`config.mk`:
```
export PLATFORM = sky130hd
export DESIGN_NAME = dtcs_tone_ctrl_status
export DESIGN_NICKNAME = d
export VERILOG_FILES = /design/src/rtl/dtcs_pkg.sv /design/src/rtl/dtcs_burst_timer.sv /design/src/rtl/dtcs_tone_ctrl_status.sv
export SDC_FILE = /design/constraint.sdc
export NUM_CORES = 1
export LEC_CHECK = 0
export BUFFER_PORTS_ARGS = -buffer_cell sky130_fd_sc_hd__clkbuf_2
export CORE_MARGIN = 4
export CORE_UTILIZATION = 50
export CTS_CLUSTER_DIAMETER = 120
export DETAILED_ROUTE_END_ITERATION = 16
export PLACE_DENSITY_LB_ADDON = 0.25
export SLEW_MARGIN = 20
export SYNTH_ARGS = -nofsm -noshare
export SYNTH_HDL_FRONTEND = slang
export SYNTH_HIERARCHICAL = 1
export SYNTH_SLANG_ARGS = --single-unit
```
`constraint.sdc`:
```
create_clock -name sys_clk -period 2.6 [get_ports sys_clk]
set_clock_uncertainty 0.2 [all_clocks]
set_input_delay 0.39 -clock sys_clk [delete_from_list [all_inputs] [get_ports sys_clk]]
set_output_delay 0.39 -clock sys_clk [all_outputs]
set_load 0.02 [all_outputs]
```
`src/rtl/dtcs_pkg.sv`:
```
// Package: register map, field positions, timing and carrier types
package dtcs_pkg;
  // Control register bit positions, primary register
  localparam int PRI_TONE_EN = 0;
  localparam int PRI_CP_MODE = 1;
  localparam int PRI_IRQ_EN = 2;
  localparam int PRI_SEL_SEC = 3;
  // Control register bit positions, secondary register
  localparam int SEC_BURST_N = 0;
  localparam int SEC_TEST = 1;
  localparam int SEC_SINGLE = 2;
  localparam int SEC_COLUMN = 3;
  // Status register bit positions
  localparam int STS_IRQ = 0;
  localparam int STS_TX_EMPTY = 1;
  localparam int STS_RX_FULL = 2;
  localparam int STS_DLY_STEER = 3;
  // Reset values
  localparam logic [3:0] PRI_RESET = 4'h0;
  localparam logic [3:0] SEC_RESET = 4'h0;
  localparam logic [3:0] STS_RESET = 4'h0;
  // Register select line values
  localparam logic SEL_DATA = 1'b0;
  localparam logic SEL_CTRL = 1'b1;
  // Burst duration, DTMF mode, in microseconds
  localparam int BURST_US = 51000;
  localparam int CLK_MHZ = 100;
  localparam int BURST_CYCLES = BURST_US * CLK_MHZ;
  localparam int CNT_W = 25;

  // Tone generator selection carried to the tone path
  typedef struct packed {
    logic enable;
    logic lowGroup;
    logic highGroup;
  } dtcs_tone_sel_t;

  // Host bus access strobes, one cycle each
  typedef struct packed {
    logic wr;
    logic rd;
    logic regSel;
    logic [3:0] data;
  } dtcs_bus_t;
endpackage

```
`src/rtl/dtcs_burst_timer.sv`:
```
// Burst and pause sequencer for the tone transmitter
`timescale 1ns/100ps
module dtcs_burst_timer
  import dtcs_pkg::*;
#(
  parameter int unsigned BURST_LEN = BURST_CYCLES
) (
  input wire logic sysClk,
  input wire logic arst_n,
  input wire logic clkEn,
  input wire logic start,
  input wire logic doubleLen,
  input wire logic abort,
  output logic toneOn,
  output logic pauseDone
);
  // Elaboration check: the counter must hold a doubled phase
  if (BURST_LEN < 1 || BURST_LEN * 2 >= (1 << CNT_W)) begin : g_len_chk
    $error("BURST_LEN out of range");
  end

  // One-hot sequencer states
  typedef enum logic [2:0] {
    ST_IDLE = 3'b001,
    ST_TONE = 3'b010,
    ST_PAUSE = 3'b100
  } dtcs_bt_state_t;

  dtcs_bt_state_t state_q;
  logic [CNT_W-1:0] cnt_q; // Cycles left in current phase
  logic [CNT_W-1:0] len_q; // Phase length latched at start

  // Length of one phase, doubled in call progress mode
  function automatic logic [CNT_W-1:0] phaseLen(input logic dbl);
    phaseLen = dbl ? CNT_W'(BURST_LEN * 2) : CNT_W'(BURST_LEN);
  endfunction

  // Tone then equal silent pause, then a one-cycle done pulse
  always_ff @(posedge sysClk or negedge arst_n) begin
    if (!arst_n) begin
      state_q <= ST_IDLE;
      cnt_q <= '0;
      len_q <= '0;
      pauseDone <= 1'b0;
    end else if (clkEn) begin
      pauseDone <= 1'b0;
      if (abort) begin
        // Leaving burst mode drops any burst in flight
        state_q <= ST_IDLE;
      end else begin
        case (state_q)
          ST_IDLE: begin
            if (start) begin
              state_q <= ST_TONE;
              len_q <= phaseLen(doubleLen);
              cnt_q <= phaseLen(doubleLen) - CNT_W'(1);
            end
          end
          ST_TONE: begin
            if (cnt_q == '0) begin
              state_q <= ST_PAUSE;
              cnt_q <= len_q - CNT_W'(1);
            end else begin
              cnt_q <= cnt_q - CNT_W'(1);
            end
          end
          ST_PAUSE: begin
            if (cnt_q == '0) begin
              state_q <= ST_IDLE;
              pauseDone <= 1'b1;
            end else begin
              cnt_q <= cnt_q - CNT_W'(1);
            end
          end
          default: state_q <= ST_IDLE;
        endcase
      end
    end
  end

  assign toneOn = (state_q == ST_TONE);
endmodule // dtcs_burst_timer

```
`src/rtl/dtcs_tone_ctrl_status.sv`:
```
// Tone control and status register bank of the DTMF transceiver
`timescale 1ns/100ps
// Overview of operation
// - Burst bit 0: tone burst, equal pause
// - After pause: set transmit-ready, interrupt if enabled outside call progress and test modes
// - Call progress with burst doubles both lengths
// - Burst bit 1: tone follows host enable
// - Test bit drives pin with inverted steering
// - Single/dual bit selects one or two tones
// - Single tone: row when 0, column when 1
// - Status bit0 summarises bits 1 and 2
// - Transmit-ready cleared on read or non-burst
// - Receive-full set on valid code load
// - Delayed steering follows signal absence/presence
// - Select bit routes next control write secondary
// - Interrupt pin low on tone or ready
module dtcs_tone_ctrl_status
  import dtcs_pkg::*;
#(
  parameter int unsigned BURST_LEN = BURST_CYCLES
) (
  input wire logic sys_clk,
  input wire logic arst_n,
  input wire logic clkEn,
  input wire logic busWr,
  input wire logic busRd,
  input wire logic register_select_line,
  input wire logic [3:0] busWrData,
  input wire logic txLoad,
  input wire logic rxCodeValid,
  input wire logic steerValid,
  input wire logic steerAbsent,
  input wire logic dlySteer,
  input wire logic cpToneIn,
  output logic [3:0] statusData,
  output logic [3:0] primaryCtrl,
  output dtcs_tone_sel_t toneSel,
  output logic intPinOut,
  output logic intPinOe
);
  // Bus strobes are on this clock; the analog-side levels are not
  logic [2:0] syncA_q; // First stage, read only by stage two
  logic [2:0] syncB_q; // Stage two, safe for logic
  logic cpTone;
  logic dlySteerS;
  logic steerS;

  logic [3:0] primary_q; // Primary control register
  logic [3:0] secondary_control_register_q; // Secondary control register
  logic secNext_q; // Next control write goes secondary
  logic [3:0] status_q;
  logic [3:0] status_d;
  logic [3:0] setEv; // Flags raised by hardware this cycle
  logic rdPend_q; // Clear-on-read waits one cycle
  logic [3:0] rdSnap_q; // Flags shown to the reader
  logic toneOn;
  logic pauseDone;
  logic burstMode;
  logic steerPrev_q;
  logic steerRise;

  // Two-flop synchronisers for asynchronous levels
  always_ff @(posedge sys_clk or negedge arst_n) begin
    if (!arst_n) begin
      syncA_q <= 3'h0;
      syncB_q <= 3'h0;
    end else if (clkEn) begin
      syncA_q <= {steerValid, dlySteer, cpToneIn};
      syncB_q <= syncA_q;
    end
  end
  assign cpTone = syncB_q[0];
  assign dlySteerS = syncB_q[1];
  assign steerS = syncB_q[2];

  // Rising edge of valid steering marks a tone held for guard time
  always_ff @(posedge sys_clk or negedge arst_n) begin
    if (!arst_n) begin
      steerPrev_q <= 1'b0;
    end else if (clkEn) begin
      steerPrev_q <= steerS;
    end
  end
  assign steerRise = steerS & ~steerPrev_q;

  // Control writes share one address; select bit steers the next one
  always_ff @(posedge sys_clk or negedge arst_n) begin
    if (!arst_n) begin
      primary_q <= PRI_RESET;
      secondary_control_register_q <= SEC_RESET;
      secNext_q <= 1'b0;
    end else if (clkEn && busWr && register_select_line == SEL_CTRL) begin
      if (secNext_q) begin
        secondary_control_register_q <= busWrData;
        secNext_q <= 1'b0;
      end else begin
        primary_q <= busWrData;
        secNext_q <= busWrData[PRI_SEL_SEC];
      end
    end
  end

  // Burst mode is active low in the secondary register
  assign burstMode = ~secondary_control_register_q[SEC_BURST_N];

  dtcs_burst_timer #(
    .BURST_LEN(BURST_LEN)
  ) u_timer (
    .sysClk(sys_clk),
    .arst_n(arst_n),
    .clkEn(clkEn),
    .start(busWr && register_select_line == SEL_DATA
           && burstMode && txLoad),
    .doubleLen(primary_q[PRI_CP_MODE]),
    .abort(~burstMode),
    .toneOn(toneOn),
    .pauseDone(pauseDone)
  );

  // Flags raised by the hardware in this cycle
  always_comb begin
    setEv = 4'h0;
    setEv[STS_TX_EMPTY] = pauseDone & burstMode;
    setEv[STS_RX_FULL] = rxCodeValid;
  end

  // Status next value: hardware sets beat the read clear
  always_comb begin
    status_d = status_q;
    if (rdPend_q) begin
      // Clear only flags the reader actually saw
      status_d[STS_TX_EMPTY] = status_q[STS_TX_EMPTY]
                               & ~rdSnap_q[STS_TX_EMPTY];
      status_d[STS_RX_FULL] = status_q[STS_RX_FULL]
                              & ~rdSnap_q[STS_RX_FULL];
    end
    if (setEv[STS_TX_EMPTY]) begin
      status_d[STS_TX_EMPTY] = 1'b1;
    end
    if (!burstMode) begin
      status_d[STS_TX_EMPTY] = 1'b0;
    end
    if (setEv[STS_RX_FULL]) begin
      status_d[STS_RX_FULL] = 1'b1;
    end
    // Summary is derived, so a partial clear cannot strand it
    status_d[STS_IRQ] = status_d[STS_TX_EMPTY]
                        | status_d[STS_RX_FULL];
    // Delayed steering tracks the receiver, reads leave it alone
    if (steerAbsent) begin
      status_d[STS_DLY_STEER] = 1'b1;
    end else if (steerRise) begin
      status_d[STS_DLY_STEER] = 1'b0;
    end
  end

  // Status register and deferred read clear
  always_ff @(posedge sys_clk or negedge arst_n) begin
    if (!arst_n) begin
      status_q <= STS_RESET;
      rdPend_q <= 1'b0;
      rdSnap_q <= 4'h0;
    end else if (clkEn) begin
      status_q <= status_d;
      rdPend_q <= busRd && register_select_line == SEL_CTRL;
      // A flag raised at the read edge was not seen, so it must survive
      rdSnap_q <= status_q & ~setEv;
    end
  end

  // Read data latched from flags before any clear
  always_ff @(posedge sys_clk or negedge arst_n) begin
    if (!arst_n) begin
      statusData <= 4'h0;
    end else if (clkEn && busRd && register_select_line == SEL_CTRL) begin
      statusData <= status_q;
    end
  end

  // Tone selection to the transmitter
  always_ff @(posedge sys_clk or negedge arst_n) begin
    if (!arst_n) begin
      toneSel <= '0;
      primaryCtrl <= PRI_RESET;
    end else if (clkEn) begin
      primaryCtrl <= primary_q;
      // Non-burst: host enable alone gates the tone
      toneSel.enable <= primary_q[PRI_TONE_EN]
                        & (burstMode ? toneOn : 1'b1);
      if (!secondary_control_register_q[SEC_SINGLE]) begin
        toneSel.lowGroup <= 1'b1;
        toneSel.highGroup <= 1'b1;
      end else begin
        // Row is low group, column is high group
        toneSel.lowGroup <=
          ~secondary_control_register_q[SEC_COLUMN];
        toneSel.highGroup <=
          secondary_control_register_q[SEC_COLUMN];
      end
    end
  end

  // Open-drain pin; oe high means pulling low
  always_ff @(posedge sys_clk or negedge arst_n) begin
    if (!arst_n) begin
      intPinOut <= 1'b0;
      intPinOe <= 1'b0;
    end else if (clkEn) begin
      intPinOut <= 1'b0;
      if (secondary_control_register_q[SEC_TEST]) begin
        // Inverted delayed steering; takes priority over call progress mode
        intPinOe <= dlySteerS;
      end else if (primary_q[PRI_IRQ_EN] && primary_q[PRI_CP_MODE]) begin
        intPinOe <= ~cpTone; // Call progress square wave
      end else if (primary_q[PRI_IRQ_EN]) begin
        intPinOe <= status_q[STS_IRQ];
      end else begin
        intPinOe <= 1'b0;
      end
    end
  end
endmodule // dtcs_tone_ctrl_status

```
== Word level (Yosys, flattened, before mapping) ==
Cells that the tools add are included.
Storage, ports and cells
  register bits after elaboration: 90
  word-level logic and storage cells: 90
  input port bits: 16
  output and inout bits: 13
Cells by class
  bitwise operators: 16
  equal/unequal tests: 8
  $add $sub $neg: 3
  reductions and logical operators: 18
  multiplexer cells: 25
Operators with widths (number)
  two-way mux 25 bit: 3
  one-hot mux 25 bit (3 select lines): 1
  subtractor 25 x 1 -> 25 bit, second input constant: 3
  zero test 25 bit: 1
  two-way mux 24 bit: 1
  two-way mux 1 bit: 13
  two-way mux 3 bit: 4
  logical AND 1 bit: 9
  != test 3 x 2 -> 1 bit, second input constant: 3
  one-hot mux 3 bit (3 select lines): 1
  NOT 1 bit: 8
  AND reduction 4 bit: 2
  AND reduction 2 bit: 3
  bitwise AND 1 bit: 5
  AND reduction 5 bit: 1
  two-way mux 2 bit: 2
  bitwise AND 3 bit: 1
  equality test 3 x 1 -> 1 bit, second input constant: 1
  equality test 3 x 2 -> 1 bit, second input constant: 1
  equality test 3 bit, second input constant: 1
  NOT 3 bit: 1
  nonzero test 3 bit: 1
  != test 2 x 1 -> 1 bit, second input constant: 1
  != test 2 bit, second input constant: 1
  other kinds (2): 2

== Longest topological paths before layout ==
  depth after elaboration: 7
  gate-level depth with buffers: 10
  mapped depth without buffers: 9

== By module ==
Netlist, hierarchy kept.
Modules (own cells, without submodules)
  dtcs_burst_timer: area an instance 2437.3 um^2, seq. area each 802.0 um^2, cells an instance 299, times used 1
  dtcs_tone_ctrl_status: area an instance 1411.4 um^2, seq. area each 875.8 um^2, cells an instance 111, times used 1

== Worst setup path before layout ==
OpenSTA, ideal clock, no wires.
  path kind: flip-flop to flip-flop
  start: register u_timer.cnt_q[16]
  end: register u_timer.cnt_q[24]
  library setup time: 121 ps
  arrival time: 2464 ps
  path buffers: 3
  cell stages (with the launch flop): 10
  path slack: -185 ps
  required time: 2279 ps
  period minus slack after synthesis: 2785 ps
  cells stage by stage: dfrtp_1 -> or4_4 -> or3_1 -> buf_2 -> or3_1 -> buf_6 -> a21oi_4 -> buf_6 -> o21ai_2 -> a22o_1
Between the ends
  longest elaborated chain between the ends: 3
  elaborated cells on any way between the ends: 7
  those cells by class: add/sub: 1; eq/ne: 1; mux: 3; reduce/logical: 2
RTL lines
  from (decl): line dtcs_burst_timer.sv:30  | logic [CNT_W-1:0] cnt_q;
  from (signal assigned): line dtcs_burst_timer.sv:56  | cnt_q <= phaseLen(doubleLen) - CNT_W'(1);
  from (signal assigned): line dtcs_burst_timer.sv:62  | cnt_q <= len_q - CNT_W'(1);
  from (signal assigned): line dtcs_burst_timer.sv:64  | cnt_q <= cnt_q - CNT_W'(1);
  subtractor 25 x 1 -> 25 bit or zero test 25 bit (tied branches)
  two-way mux 25 bit (tied with other cells): line dtcs_burst_timer.sv:68  | if (cnt_q == '0) begin
  one-hot mux 25 bit (3 select lines) or AND reduction 5 bit (tied branches)
Parallel ways exist; a longest one is shown, timed or not. The select of a mux whose other input is x is not followed.
A chain may end at the register's enable or synchronous reset.

== Final worst setup path ==
  start: register u_timer.cnt_q[17]
  end: register u_timer.cnt_q[17]
Same word-level chain as after synthesis.

==> metrics.cfg <==
[run_status]
outcome = finished with violations
violations = negative setup slack

[logic_synthesis]
ys.flop_type = dfrtp_1
seq_area_frac_synth_pct = 43.60
yosysTopAreaCellShare_pct = 42.91
synthCells = 410
synth_edf_count = 0
async_reset_ff_share_pct = 100.0
synthMuxAreaShare_pct = 6.404
synth-compound-area-share_pct = 23.24
synthTopCellsByCount = dfrtp_1, a21oi_1, nor2_1, o21ai_0, nand2_1
ys_ff_latch = 67
synth.most_common_cell = dfrtp_1
mappedNetlistArea_mm2 = 0.003849
synthXorXnorAreaFrac_pct = 0.9103
synth_top_family_by_area = compound AO/OA/AOI/OAI gates
synth_warnings = 6
yosysUniqueCellTypes = 66
synth_area_leaders = dfrtp_1, mux2_2, a21oi_1
synth.net_count = 432
synthAdderAreaFrac_pct = 1.951
synth.largest_area_cell = dfrtp_1
synth-simple-area-share_pct = 18.56
synth.avg_cell_area_um2 = 9.387

[cts]
clock_path_buffers = 2
cts_num_sinks = 67
cts_inserted_buffers = 9
cts.clk_slew.worst_paths_ns = 0.08
cts_root_buffer = clkbuf_8
insertion_delay_ns = 0.35
htreeDepth = 3
cts_tree = built

[sta]
finalCritPeriodShare_pct = 104.0
max_slew_margin_pct = 50.89
finalHoldViolations = 0
slew_violations = 0
fin_crit_ns = 2.703
final.setup.tns_ns = -0.9635
timing.hold.ws_ns = 0.05373
rsz0062_at_grt = yes
worst_pin_slew_ns = 0.7317
setup_violations = 19
fmax_mhz = 370.0
fin_ws_ns = -0.1027

[cells_and_area]
antenna_cells = 0
area_growth_pct = 34.92
postLayoutCoreUtil_pct = 70.46
nNetsFinal = 535
drive_above_1_share_pct = 39.26

[power]
clkPwrFrac_pct = 27.4
power_switching_share_pct = 34.67
power_switching_uw = 1353
peakVddDrop_v = 0.0006862
cell_internal_pwr_uw = 2550
p_per_area_mw_per_mm2 = 751.7
p_leak_uw = 0.002193
power_frac_comb_pct = 31.9
p_seq_share_pct = 40.7

[placed_design]
port-buffer-count = 27
globalplace.congestion = 0.9781
dp_hpwl_mm = 7.760

[grt]
grt_start_max_net_pins = 68
met2_usage_pct = 43.02
grt_pass1_wl_mm = 17.96
met1_usage_pct = 32.29
grt_overflow = 0
top_usage_layer = met2
grt_pass1_vias = 3611
antenna_found_initial = 0
track_usage_pct = 25.87
grtUsageMet3_pct = 5.004

[floorplan]
core_mm2 = 0.007370
start_util_pct = 52.22
ios = 29
dieHeight_um = 95.74
floorplan.die.width_um = 95.74
die_area_mm2 = 0.009165
num_rows = 31

[job]
cap_viol_max_count = 0

[detailed_routing]
final_antenna_net_count = 0
drc_errors = 0
drt_iter0_drc = 243
drt-total-wl_mm = 11.62
first_pass_iters = 5
wl_per_cell_um = 18.87
viasPerCell = 6.154
vias = 3791

[min_path]
hp-class = input pin to flip-flop

[worst_setup_path]
crit_required_ns = 2.63
endpoint_kind = flip-flop
critPathArrivalTime_ns = 2.73
worst_setup_path_start_kind = flip-flop
crit_fanout = 8
worstSetupPathType = flip-flop to flip-flop

## cells by family after synthesis
logic type	Yosys count
and+or+nand+nor	132
DFF	67
other	1
muxes	22
AOI/OAI and AO/OA	134
xor gates and xnor gates	4
adders and majority gates	6
buffers and inverters	44
## area by class of cell
| type | instances | area, um2 |
|---|---|---|
| clock buffer | 9 | 123.9 |
| tap | 99 | 123.9 |
| fill | 564 | 2177 |
| inverter | 23 | 86.33 |
| multi-input combinational | 299 | 2210 |
| timing repair buffer | 113 | 855.8 |
| clock inverter | 6 | 115.1 |
| sequential | 67 | 1678 |
## critical path, stage by stage (launching register included)
cell and delay [ns]:
dfrtp_1 0.40, or4_4 0.53, or3_4 0.35, or3_4 0.39, buf_8 0.16, o21ai_4 0.15
buf_6 0.17, a21oi_2 0.05, a2bb2oi_2 0.17
## power groups by stage
stage / sequential [uW] / clock [uW] / combinational, uW
floorplan: 1630 / 0 / 554
global placement: 1580 / 0 / 1080
detailed placement: 1590 / 0 / 1110
CTS: 1580 / 1090 / 1170
global route: 1620 / 1120 / 1340
finish: 1590 / 1070 / 1240
## cell usage in the layout, fill, tap and decap left out, types with 6 or more instances in the layout
cell type / Yosys / routed
buf_4: 2 / 69
dfrtp_1: 66 / 66
nor2_1: 32 / 29
nand2_1: 28 / 28
o21ai_0: 30 / 26
clkbuf_2: 0 / 26
a21oi_1: 33 / 24
inv_1: 23 / 23
mux2_2: 20 / 20
nand3_1: 14 / 14
buf_6: 3 / 14
nor3_1: 12 / 11
clkbuf_8: 0 / 9
a21oi_2: 0 / 9
a31oi_1: 9 / 7
o21ai_1: 7 / 6
ha_1: 6 / 6
## state kept, by name, summed over array words and instances, names as in the netlist, 2 cells and up
name,cells
u_timer/cnt_q,25
primaryCtrl,4
primary_q,4
secondary_control_register_q,4
statusData,4
status_q,4
syncA_q,3
syncB_q,3
toneSel,3
u_timer/len_q,3
u_timer/state_q,3
rdSnap_q,2
## through the flow
step           setup slack [ns]  power [uW]  cells  cell area (um2)
2_1_floorplan           -0.1365        2180    410             3870
5_1_grt                 -0.2135        4088    616             5192
6_report                -0.1027        3903    616             5192
3_5_place_dp            -0.2036        2700    584             4536
3_3_place_gp            -0.1533        2655    584             4536
4_1_cts                 -0.1003        3842    607             4960
## routing by layer
layer,wire length [um],share of wire (%),vias up
li1,-,-,1716
met1,4650,40,1820
met2,5731,49,203
met3,817,7.0,52
met4,425,3.7,0
met5,0,0,-
## timing repair
action,CTS,global route
setup endpoints to repair,24,28
buffers inserted,7,8
endpoints found under the hold margin,66,0
pin swaps,17,20
gates cloned,0,1
gates resized for setup,28,38
hold buffers,1,0
## worst paths after layout
check | startpoint | end | slack (ns) | cells past startpoint
max in group asynchronous | arst_n | u_timer/state_q[0] | 1.48 | 3
max | u_timer/cnt_q[17] | u_timer/cnt_q[17] | -0.10 | 8
min in group asynchronous | arst_n | u_timer/cnt_q[20] | 0.37 | 3
min | rxCodeValid | rdSnap_q[2] | 0.05 | 2
max reg2reg | u_timer/cnt_q[17] | u_timer/cnt_q[17] | -0.10 | 8
min reg2reg | statusData[1] | statusData[1] | 0.28 | 2
Power figures use the tool's default switching activity.
